File: src/verilog/lpm_pkg.sv
`default_nettype none
package lpm_pkg;
    localparam int CLK_HZ = 25_000_000;
    localparam int LSI_HZ = 40_000;
    localparam int LSI_DIV = CLK_HZ / LSI_HZ;
    localparam int CLK_PERIOD_NS = 40;
    localparam int RESTART_NS = 640;
    localparam int RESTART_CYC = (RESTART_NS + CLK_PERIOD_NS - 1) / CLK_PERIOD_NS;
    localparam int NUM_LINES = 16;
    localparam int WD_CNT_W = 12;
    localparam int WD_PRE_W = 8;

    localparam logic [7:0] ADDR_CTRL = 8'h00;
    localparam logic [7:0] ADDR_EVMASK = 8'h04;
    localparam logic [7:0] ADDR_STATUS = 8'h08;
    localparam logic [7:0] ADDR_WDCFG = 8'h0C;
    localparam logic [7:0] ADDR_WDKICK = 8'h10;
    localparam logic [7:0] ADDR_WDCNT = 8'h14;

    localparam int CTRL_DEEP = 0;
    localparam int CTRL_STANDBY = 1;
    localparam int CTRL_LP_REG = 2;
    localparam int CTRL_WKEN = 3;
    localparam int STAT_WUF = 4;
    localparam int STAT_SBF = 5;
    localparam int WDCFG_START = 0;
    localparam int WDCFG_PRE_LSB = 8;
    localparam int WDCFG_RLD_LSB = 16;
    localparam int EV_SVD = 16;
    localparam int EV_RTC = 17;
    localparam int EV_USB = 18;

    localparam logic [31:0] CTRL_RST = 32'h0000_0000;
    localparam logic [31:0] EVMASK_RST = 32'h0007_FFFF;
    localparam logic [31:0] WDCFG_RST = 32'h0FFF_0000;

    localparam logic [1:0] REG_MAIN = 2'h0;
    localparam logic [1:0] REG_LP = 2'h1;
    localparam logic [1:0] REG_OFF = 2'h2;

    typedef enum logic [2:0] {
        LPM_RUN,
        LPM_SLEEP,
        LPM_STOP,
        LPM_STANDBY,
        LPM_RESTART
    } lpm_state_t;
endpackage : lpm_pkg
`default_nettype wire
File: src/verilog/lpm_ctrl.sv
`timescale 1ns/1ps
`default_nettype none
module lpm_ctrl #(
    parameter int NUM_LINES = lpm_pkg::NUM_LINES
) (
    input wire logic mclk_i,                    // 25 MHz clock
    input wire logic rst_b_i,                   // Async reset, low
    input wire logic wb_cyc_i,                  // Wishbone cycle
    input wire logic wb_stb_i,                  // Wishbone strobe
    input wire logic wb_we_i,                   // Wishbone write
    input wire logic [7:0] wb_adr_i,            // Byte address
    input wire logic [31:0] wb_dat_i,           // Write data
    input wire logic [3:0] wb_sel_i,            // Byte enables
    output logic [31:0] wb_dat_o,               // Read data
    output logic wb_ack_o,                      // Acknowledge
    input wire logic core_lp_req_i,             // Core mode entry pulse
    input wire logic periph_irq_i,              // Any peripheral irq
    input wire logic rtc_alarm_i,               // RTC alarm, same clock
    input wire logic [NUM_LINES-1:0] ext_lines_i, // External event pins
    input wire logic supply_detector_i,         // Supply detector out
    input wire logic usb_wake_i,                // USB wakeup
    input wire logic wakeup_pin_i,              // Wakeup pin
    input wire logic ext_reset_pin_b_i,         // Reset pin, low
    output logic [1:0] reg_mode_o,              // Regulator mode
    output logic reg_en_o,                      // Regulator enable
    output logic cpu_clk_en_o,                  // CPU clock gate
    output logic dom18_clk_en_o,                // 1.8 V domain clocks
    output logic pll_en_o,                      // PLL enable
    output logic int_hs_rc_en_o,                // Internal fast RC
    output logic ext_hs_osc_en_o,               // External fast osc
    output logic lsi_en_o,                      // 40 kHz RC enable
    output logic rtc_clk_en_o,                  // RTC clock enable
    output logic core_state_lost_o,             // Core contents invalid
    output logic core_rst_b_o,                  // Core reset, low
    output logic wdog_rst_o                     // Watchdog reset pulse
);
    localparam int EVW = NUM_LINES + 3;
    localparam int LSI_W = $clog2(lpm_pkg::LSI_DIV);
    localparam int RST_W = $clog2(lpm_pkg::RESTART_CYC + 1);
    localparam logic [31:0] EVMASK_W = 32'h0007_FFFF;

    lpm_pkg::lpm_state_t state_q, state_d;
    logic [31:0] ctrl_q, evmask_q, wdcfg_q, rdata;
    logic wuf_q, sbf_q, ack_q, wd_run_q, wd_fire_q;
    logic [EVW-1:0] ev_s1_q, ev_s2_q;
    logic [1:0] pin_s1_q, pin_s2_q;
    logic wkp_prev_q;
    logic [LSI_W-1:0] lsi_cnt_q;
    logic [lpm_pkg::WD_PRE_W-1:0] pre_cnt_q;
    logic [lpm_pkg::WD_CNT_W-1:0] wd_cnt_q;
    logic [RST_W-1:0] rst_cnt_q;

    // Bus decode
    wire acc = wb_cyc_i & wb_stb_i;
    wire wr_commit = acc & wb_we_i & ack_q;
    wire [31:0] bmask = {{8{wb_sel_i[3]}}, {8{wb_sel_i[2]}},
                         {8{wb_sel_i[1]}}, {8{wb_sel_i[0]}}};
    wire wr_ctrl = wr_commit & (wb_adr_i == lpm_pkg::ADDR_CTRL);
    wire wr_evm = wr_commit & (wb_adr_i == lpm_pkg::ADDR_EVMASK);
    wire wr_stat = wr_commit & (wb_adr_i == lpm_pkg::ADDR_STATUS);
    wire wr_wdcfg = wr_commit & (wb_adr_i == lpm_pkg::ADDR_WDCFG);
    wire wr_kick = wr_commit & (wb_adr_i == lpm_pkg::ADDR_WDKICK);
    wire [31:0] wdata_m = wb_dat_i & bmask;

    // Synchronised pins
    wire [EVW-1:0] ev_raw = {usb_wake_i, rtc_alarm_i, supply_detector_i,
                             ext_lines_i};
    wire wkp_s = pin_s2_q[0];
    wire rst_pin_low = ~pin_s2_q[1];
    wire wkp_rise = wkp_s & ~wkp_prev_q;
    wire [EVW-1:0] ev_hit = ev_s2_q & evmask_q[EVW-1:0];
    wire any_event = |ev_hit;

    // Watchdog tick chain
    wire lsi_tick = (lsi_cnt_q == LSI_W'(lpm_pkg::LSI_DIV - 1));
    wire [lpm_pkg::WD_PRE_W-1:0] pre_div =
        wdcfg_q[lpm_pkg::WDCFG_PRE_LSB +: lpm_pkg::WD_PRE_W];
    wire [lpm_pkg::WD_CNT_W-1:0] wd_reload =
        wdcfg_q[lpm_pkg::WDCFG_RLD_LSB +: lpm_pkg::WD_CNT_W];
    wire pre_tick = lsi_tick & (pre_cnt_q == pre_div);
    wire wd_expire = wd_run_q & pre_tick & (wd_cnt_q == '0);

    wire in_standby = (state_q == lpm_pkg::LPM_STANDBY);
    wire in_stop = (state_q == lpm_pkg::LPM_STOP);
    wire hard_wake = rst_pin_low | wd_fire_q;
    wire sb_wake = hard_wake | rtc_alarm_i
                   | (ctrl_q[lpm_pkg::CTRL_WKEN] & wkp_rise);
    wire rst_done = (rst_cnt_q == RST_W'(lpm_pkg::RESTART_CYC - 1));

    always_comb begin
        state_d = state_q;
        case (state_q)
            lpm_pkg::LPM_RUN: begin
                if (hard_wake) begin
                    state_d = lpm_pkg::LPM_RESTART;
                end else if (core_lp_req_i) begin
                    if (!ctrl_q[lpm_pkg::CTRL_DEEP]) begin
                        state_d = lpm_pkg::LPM_SLEEP;
                    end else if (ctrl_q[lpm_pkg::CTRL_STANDBY]) begin
                        state_d = lpm_pkg::LPM_STANDBY;
                    end else begin
                        state_d = lpm_pkg::LPM_STOP;
                    end
                end
            end
            lpm_pkg::LPM_SLEEP: begin
                if (hard_wake) begin
                    state_d = lpm_pkg::LPM_RESTART;
                end else if (periph_irq_i | any_event) begin
                    state_d = lpm_pkg::LPM_RUN;
                end
            end
            lpm_pkg::LPM_STOP: begin
                if (hard_wake) begin
                    state_d = lpm_pkg::LPM_RESTART;
                end else if (any_event) begin
                    state_d = lpm_pkg::LPM_RUN;
                end
            end
            lpm_pkg::LPM_STANDBY: begin
                if (sb_wake) begin
                    state_d = lpm_pkg::LPM_RESTART;
                end
            end
            lpm_pkg::LPM_RESTART: begin
                if (rst_done) begin
                    state_d = lpm_pkg::LPM_RUN;
                end
            end
            default: begin
                state_d = lpm_pkg::LPM_RESTART;
            end
        endcase
    end

    always_ff @(posedge mclk_i or negedge rst_b_i) begin
        if (!rst_b_i) begin
            state_q <= lpm_pkg::LPM_RUN;
            rst_cnt_q <= '0;
        end else begin
            state_q <= state_d;
            rst_cnt_q <= (state_q == lpm_pkg::LPM_RESTART) ?
                         rst_cnt_q + RST_W'(1) : '0;
        end
    end

    // Power and clock outputs
    assign reg_en_o = ~in_standby;
    assign reg_mode_o = in_standby ? lpm_pkg::REG_OFF :
        (in_stop && ctrl_q[lpm_pkg::CTRL_LP_REG]) ? lpm_pkg::REG_LP :
        lpm_pkg::REG_MAIN;
    assign cpu_clk_en_o = (state_q == lpm_pkg::LPM_RUN);
    assign dom18_clk_en_o = ~in_stop & ~in_standby;
    assign pll_en_o = ~in_stop & ~in_standby;
    assign int_hs_rc_en_o = ~in_stop & ~in_standby;
    assign ext_hs_osc_en_o = ~in_stop & ~in_standby;
    assign lsi_en_o = 1'b1;
    assign rtc_clk_en_o = 1'b1;
    assign core_state_lost_o = in_standby
        | (state_q == lpm_pkg::LPM_RESTART);
    assign core_rst_b_o = (state_q != lpm_pkg::LPM_RESTART);
    assign wdog_rst_o = wd_fire_q;

    always_ff @(posedge mclk_i or negedge rst_b_i) begin
        if (!rst_b_i) begin
            ev_s1_q <= '0;
            ev_s2_q <= '0;
            pin_s1_q <= 2'h2;
            pin_s2_q <= 2'h2;
            wkp_prev_q <= 1'b0;
        end else begin
            ev_s1_q <= ev_raw;
            ev_s2_q <= ev_s1_q;
            pin_s1_q <= {ext_reset_pin_b_i, wakeup_pin_i};
            pin_s2_q <= pin_s1_q;
            wkp_prev_q <= wkp_s;
        end
    end

    // Watchdog on the 40 kHz tick, never gated by mode
    always_ff @(posedge mclk_i or negedge rst_b_i) begin
        if (!rst_b_i) begin
            lsi_cnt_q <= '0;
            pre_cnt_q <= '0;
            wd_cnt_q <= '1;
            wd_run_q <= 1'b0;
            wd_fire_q <= 1'b0;
        end else begin
            lsi_cnt_q <= lsi_tick ? '0 : lsi_cnt_q + LSI_W'(1);
            if (lsi_tick) begin
                pre_cnt_q <= pre_tick ? '0 : pre_cnt_q + 8'h01;
            end
            if (wr_wdcfg && wb_sel_i[0]
                && wb_dat_i[lpm_pkg::WDCFG_START]) begin
                wd_run_q <= 1'b1;
            end
            if (wr_kick || wd_expire) begin
                wd_cnt_q <= wd_reload;
            end else if (wd_run_q && pre_tick) begin
                wd_cnt_q <= wd_cnt_q - 12'h001;
            end
            wd_fire_q <= wd_expire;
        end
    end

    // Registers; standby exit clears the lost control state
    wire sb_exit = in_standby & sb_wake;
    always_ff @(posedge mclk_i or negedge rst_b_i) begin
        if (!rst_b_i) begin
            ctrl_q <= lpm_pkg::CTRL_RST;
            evmask_q <= lpm_pkg::EVMASK_RST;
            wdcfg_q <= lpm_pkg::WDCFG_RST;
            wuf_q <= 1'b0;
            sbf_q <= 1'b0;
        end else begin
            if (sb_exit) begin
                ctrl_q <= lpm_pkg::CTRL_RST;
                evmask_q <= lpm_pkg::EVMASK_RST;
            end else begin
                if (wr_ctrl) begin
                    ctrl_q <= (ctrl_q & ~bmask) | (wdata_m & 32'h0000_000F);
                end
                if (wr_evm) begin
                    evmask_q <= (evmask_q & ~bmask) | (wdata_m & EVMASK_W);
                end
            end
            if (wr_wdcfg && !wd_run_q) begin
                wdcfg_q <= (wdcfg_q & ~bmask) | (wdata_m & 32'h0FFF_FF00);
            end
            // Set wins over a write-one clear
            if (sb_exit && wkp_rise) begin
                wuf_q <= 1'b1;
            end else if (wr_stat && wdata_m[lpm_pkg::STAT_WUF]) begin
                wuf_q <= 1'b0;
            end
            if (sb_exit) begin
                sbf_q <= 1'b1;
            end else if (wr_stat && wdata_m[lpm_pkg::STAT_SBF]) begin
                sbf_q <= 1'b0;
            end
        end
    end

    always_comb begin
        case (wb_adr_i)
            lpm_pkg::ADDR_CTRL: rdata = ctrl_q;
            lpm_pkg::ADDR_EVMASK: rdata = evmask_q;
            lpm_pkg::ADDR_STATUS: rdata = {26'h0, sbf_q, wuf_q, 1'b0, state_q};
            lpm_pkg::ADDR_WDCFG: rdata = {wdcfg_q[31:1], wd_run_q};
            lpm_pkg::ADDR_WDCNT: rdata = {20'h0, wd_cnt_q};
            default: rdata = 32'h0000_0000;
        endcase
    end

    always_ff @(posedge mclk_i or negedge rst_b_i) begin
        if (!rst_b_i) begin
            ack_q <= 1'b0;
            wb_dat_o <= 32'h0000_0000;
        end else begin
            ack_q <= acc & ~ack_q;
            wb_dat_o <= (acc & ~ack_q & ~wb_we_i) ? rdata : 32'h0000_0000;
        end
    end
    assign wb_ack_o = ack_q;
endmodule : lpm_ctrl
`default_nettype wire

File: config.mk
export PLATFORM = sky130hd
export DESIGN_NAME = lpm_ctrl
export DESIGN_NICKNAME = d
export VERILOG_FILES = /design/src/verilog/lpm_pkg.sv /design/src/verilog/lpm_ctrl.sv
export SDC_FILE = /design/constraint.sdc
export NUM_CORES = 1
export LEC_CHECK = 0
export BUFFER_PORTS_ARGS = -buffer_cell sky130_fd_sc_hd__buf_2
export CAP_MARGIN = 20
export CORE_ASPECT_RATIO = 0.5
export CORE_MARGIN = 2
export CORE_UTILIZATION = 55
export DETAILED_ROUTE_END_ITERATION = 10
export PLACE_DENSITY = 0.77
export SYNTH_ARGS = -nofsm -noshare
export SYNTH_HDL_FRONTEND = slang
export SYNTH_SLANG_ARGS = --single-unit
File: constraint.sdc
create_clock -name mclk_i -period 4.9 [get_ports mclk_i]
set_input_delay 0.98 -clock mclk_i [delete_from_list [all_inputs] [get_ports mclk_i]]
set_output_delay 0.98 -clock mclk_i [all_outputs]
set_load 0.03 [all_outputs]
==> flow_summary_export.csv <==
group,metric,value,unit
run_status,status,"completed",
synthesis,async_reset_ff_share,100.0,%
detailed_routing,drcViolationCount,0,
critical_path,path_class,"flip-flop to output pin",
critical_path,worstSetupStartpointType,"flip-flop",
detailed_routing,vias,6511,
critical_path,cp-startpoint,"state_q[2]",
synthesis,synthCells,781,
timing,slew_violations,0,
power,leakagePower,4.838,nW
clock_tree,clock_tree.root_cell,"clkbuf_16",
synthesis,synth_seq_area_share,60.67,%
synthesis,synth.avg_cell_area,11.37,sq um
clock_tree,clk_pin_slew,0.07,ns
grt,grt_pass1_wl,33620,um
timing,setup_ws,2.058,ns
grt,antenna_found_initial,1,
synthesis,synth_top_area_cell,"dfrtp_1",
timing,worstMarginPinSlew,1.021,ns
critical_path,rrSetupSlack,2.40,ns
finish,drive_gt1_share,25.86,%
synthesis,synth_edf_count,0,
place,pre_cts_slack,1.852,ns
timing,min_period,2.842,ns
timing,skew,0.01020,ns
critical_path,cp.arrival,1.86,ns
grt,grt_max_degree,129,
clock_tree,post_cts_buffers,0,
floorplanning,core.rowCount,32,
clock_tree,cts_sinks,213,
clock_tree,clock_path_buffers,3,
critical_path,worstSetupEndpoint,"reg_mode_o[1]",
synthesis,synth_flop_cell,"dfrtp_1",
finish,areaGrowthSynthToFinish,15.49,%
place,gp_congestion,0.8837,
finish,final_cell_mix,"dfrtp_1 (168), buf_2 (110), nor2_1 (74)",
synthesis,synthTopCellsByArea,"dfrtp_1 (47%), dfstp_2 (13%), nand3_1 (3.3%)",
timing,rsz0062_at_grt,"false",
timing,tns,0,ns
timing,fmax,0.3519,GHz
place,placed_cell_area,9588,sq um
detailed_routing,drtIter0Drc,686,
finish,final_common_cell,"dfrtp_1",
timing,hold_viol,0,
floorplanning,die_w,183.7,um
detailed_routing,postRouteAntennaNets,0,
grt,grt_pass1_vias,6272,
place,hpwl,14300,um
floorplanning,ios,118,
clock_tree,cts_tree,"built",
clock_tree,cts_made_buffers,19,
synthesis,synth_top_area_share,47.35,%
clock_tree,clk_latency,0.49,ns
critical_path,cp-end-kind,"output pin",
synthesis,ys_ff_latch,213,
critical_path,rr_startpoint,"wd_cnt_q[0]",
finish,final_cell_area,10250,sq um
critical_path,crit_fanout,6,
critical_path,required,3.92,ns
synthesis,synth.distinct_cells,63,
clock_tree,ctsHoldBuffers,0,
floorplanning,core_area,15570,sq um
clock_tree,htreeDepth,1,
critical_path,reg2reg_depth,5,
detailed_routing,vias_per_cell,5.908,
floorplanning,die_y,93.84,um
synthesis,ys_warn_count,0,
power,pwr_density_cell,359.2,nW/um^2
worst_hold_path,hp-class,"flip-flop to flip-flop",
floorplanning,start_util,57.01,%
clock_tree,cts_resized,0,
place,port_buffers,111,
timing,finalCritPeriodShare,58.00,%
synthesis,syn-cell-area,8879,sq um
finish,nets,962,
finish,nFillCells,1187,
grt,grt_use_total,25.05,%
run,cap_violations,0,
detailed_routing,first_pass_iters,6,
grt,grt.overflow.total,0,
detailed_routing,routedWlPerCell,18.98,um
timing,setup_viol,0,
critical_path,reg2reg_to,"wdog_rst_o",
power,ir_drop,0.0002724,V
timing,slew_headroom,31.93,%
detailed_routing,wl,20910,um
floorplanning,die_area,17240,sq um
==> layer usage <==
layer / track usage (%) / share of wire, % / vias up
met5: 0 / 0 / -
met3: 5.310 / 8.2 / 44
li1: - / - / 2941
met4: 5.667 / 2.0 / 0
met2: 37.17 / 44 / 302
met1: 38.07 / 46 / 3224
==> kinds of logic (layout without fill, tap and decap cells) <==
kind of cell | count (synthesis) | after routing | share of synthesized area [%]
xor gates and xnor gates | 20 | 20 | 1.973
muxes | 48 | 48 | 6.426
other | 1 | 3 | 0.04224
DFF | 213 | 213 | 60.67
buffers and inverters | 54 | 169 | 2.776
AOI/OAI and AO/OA | 119 | 119 | 8.244
adders and majority gates | 6 | 6 | 0.8455
and+or+nand+nor | 320 | 320 | 19.02
==> worst min-delay path by stage <==
stage	cells past startpoint	startpoint	endpoint
after floorplan	0	ev_s1_q[0]	ev_s2_q[0]
after global placement	0	ev_s1_q[3]	ev_s2_q[3]
after detailed placement	0	ev_s1_q[11]	ev_s2_q[11]
after CTS	0	ev_s1_q[3]	ev_s2_q[3]
after global routing	0	ev_s1_q[12]	ev_s2_q[12]
final	0	ev_s1_q[3]	ev_s2_q[3]
==> cell usage after synthesis, types with 4 or more instances <==
master	n
dfstp_2	45
nand4_1	12
and2_1	47
buf_4	6
nor3b_1	5
and4_1	4
a21oi_1	57
mux2_2	22
mux4_2	5
a22oi_1	20
o21ai_0	14
buf_2	4
nor2b_1	6
inv_1	16
xnor2_1	16
o211ai_1	8
nand2_1	49
buf_1	7
nand3_1	59
nor4_1	5
xor2_1	4
mux2i_1	21
a2bb2oi_1	5
dfrtp_1	168
ha_1	6
nor3_1	11
and3_1	22
clkbuf_1	18
nor2_1	74
==> sequential cells by signal, summed over array words and instances (netlist names), 2 cells and up, named ones only <==
name and cells:
wdcfg_q 11, evmask_q 32, pin_s1_q 2, ev_s1_q 19, rst_cnt_q 5, lsi_cnt_q 10
state_q 3, wb_dat_o 32, wd_cnt_q 12, pre_cnt_q 8, ev_s2_q 19, ctrl_q 32
pin_s2_q 2
==> metrics by stage <==
step | total power, W | std cells | util [%] | hold WS [ns]
after CTS | 0.003706 | 1101 | 65.82 | 0.3410
after floorplan | 0.002008 | 782 | - | 0.3312
after global placement | 0.002120 | 1067 | 61.56 | 0.3334
final | 0.003683 | 1102 | 65.83 | 0.3412
after global routing | 0.003808 | 1101 | 65.82 | 0.3491
after detailed placement | 0.002129 | 1067 | 61.56 | 0.3347
==> report_power, final <==
| group | leakage, nW | switching, W | total [W] | internal (W) |
|---|---|---|---|---|
| registers | 2.69 | 0.0000316 | 0.00184 | 0.00181 |
| logic | 1.82 | 0.000167 | 0.000258 | 0.0000911 |
| clock network | 0.326 | 0.000648 | 0.00159 | 0.000939 |
| total | 4.84 | 0.000846 | 0.00368 | 0.00284 |
==> final cells by class <==
cell class | count | area (sq um) | share of cell area (%)
inverters | 16 | 60.06 | 0.5857
repair buffers | 119 | 636.9 | 6.211
well taps | 204 | 255.2 | 2.489
multi-input cells | 515 | 3249 | 31.69
diodes | 1 | 2.502 | 0.02441
clock inverters | 7 | 117.6 | 1.147
flip-flops and latches | 213 | 5386 | 52.53
clock buffers | 27 | 545.5 | 5.320
==> critical path, stage by stage (launching register included) <==
cell and delay [ns]:
dfrtp_1 0.46, nand2b_1 0.23, or2_2 0.35, inv_1 0.12, buf_2 0.21
No activity file was read; power rests on OpenSTA's default activity.
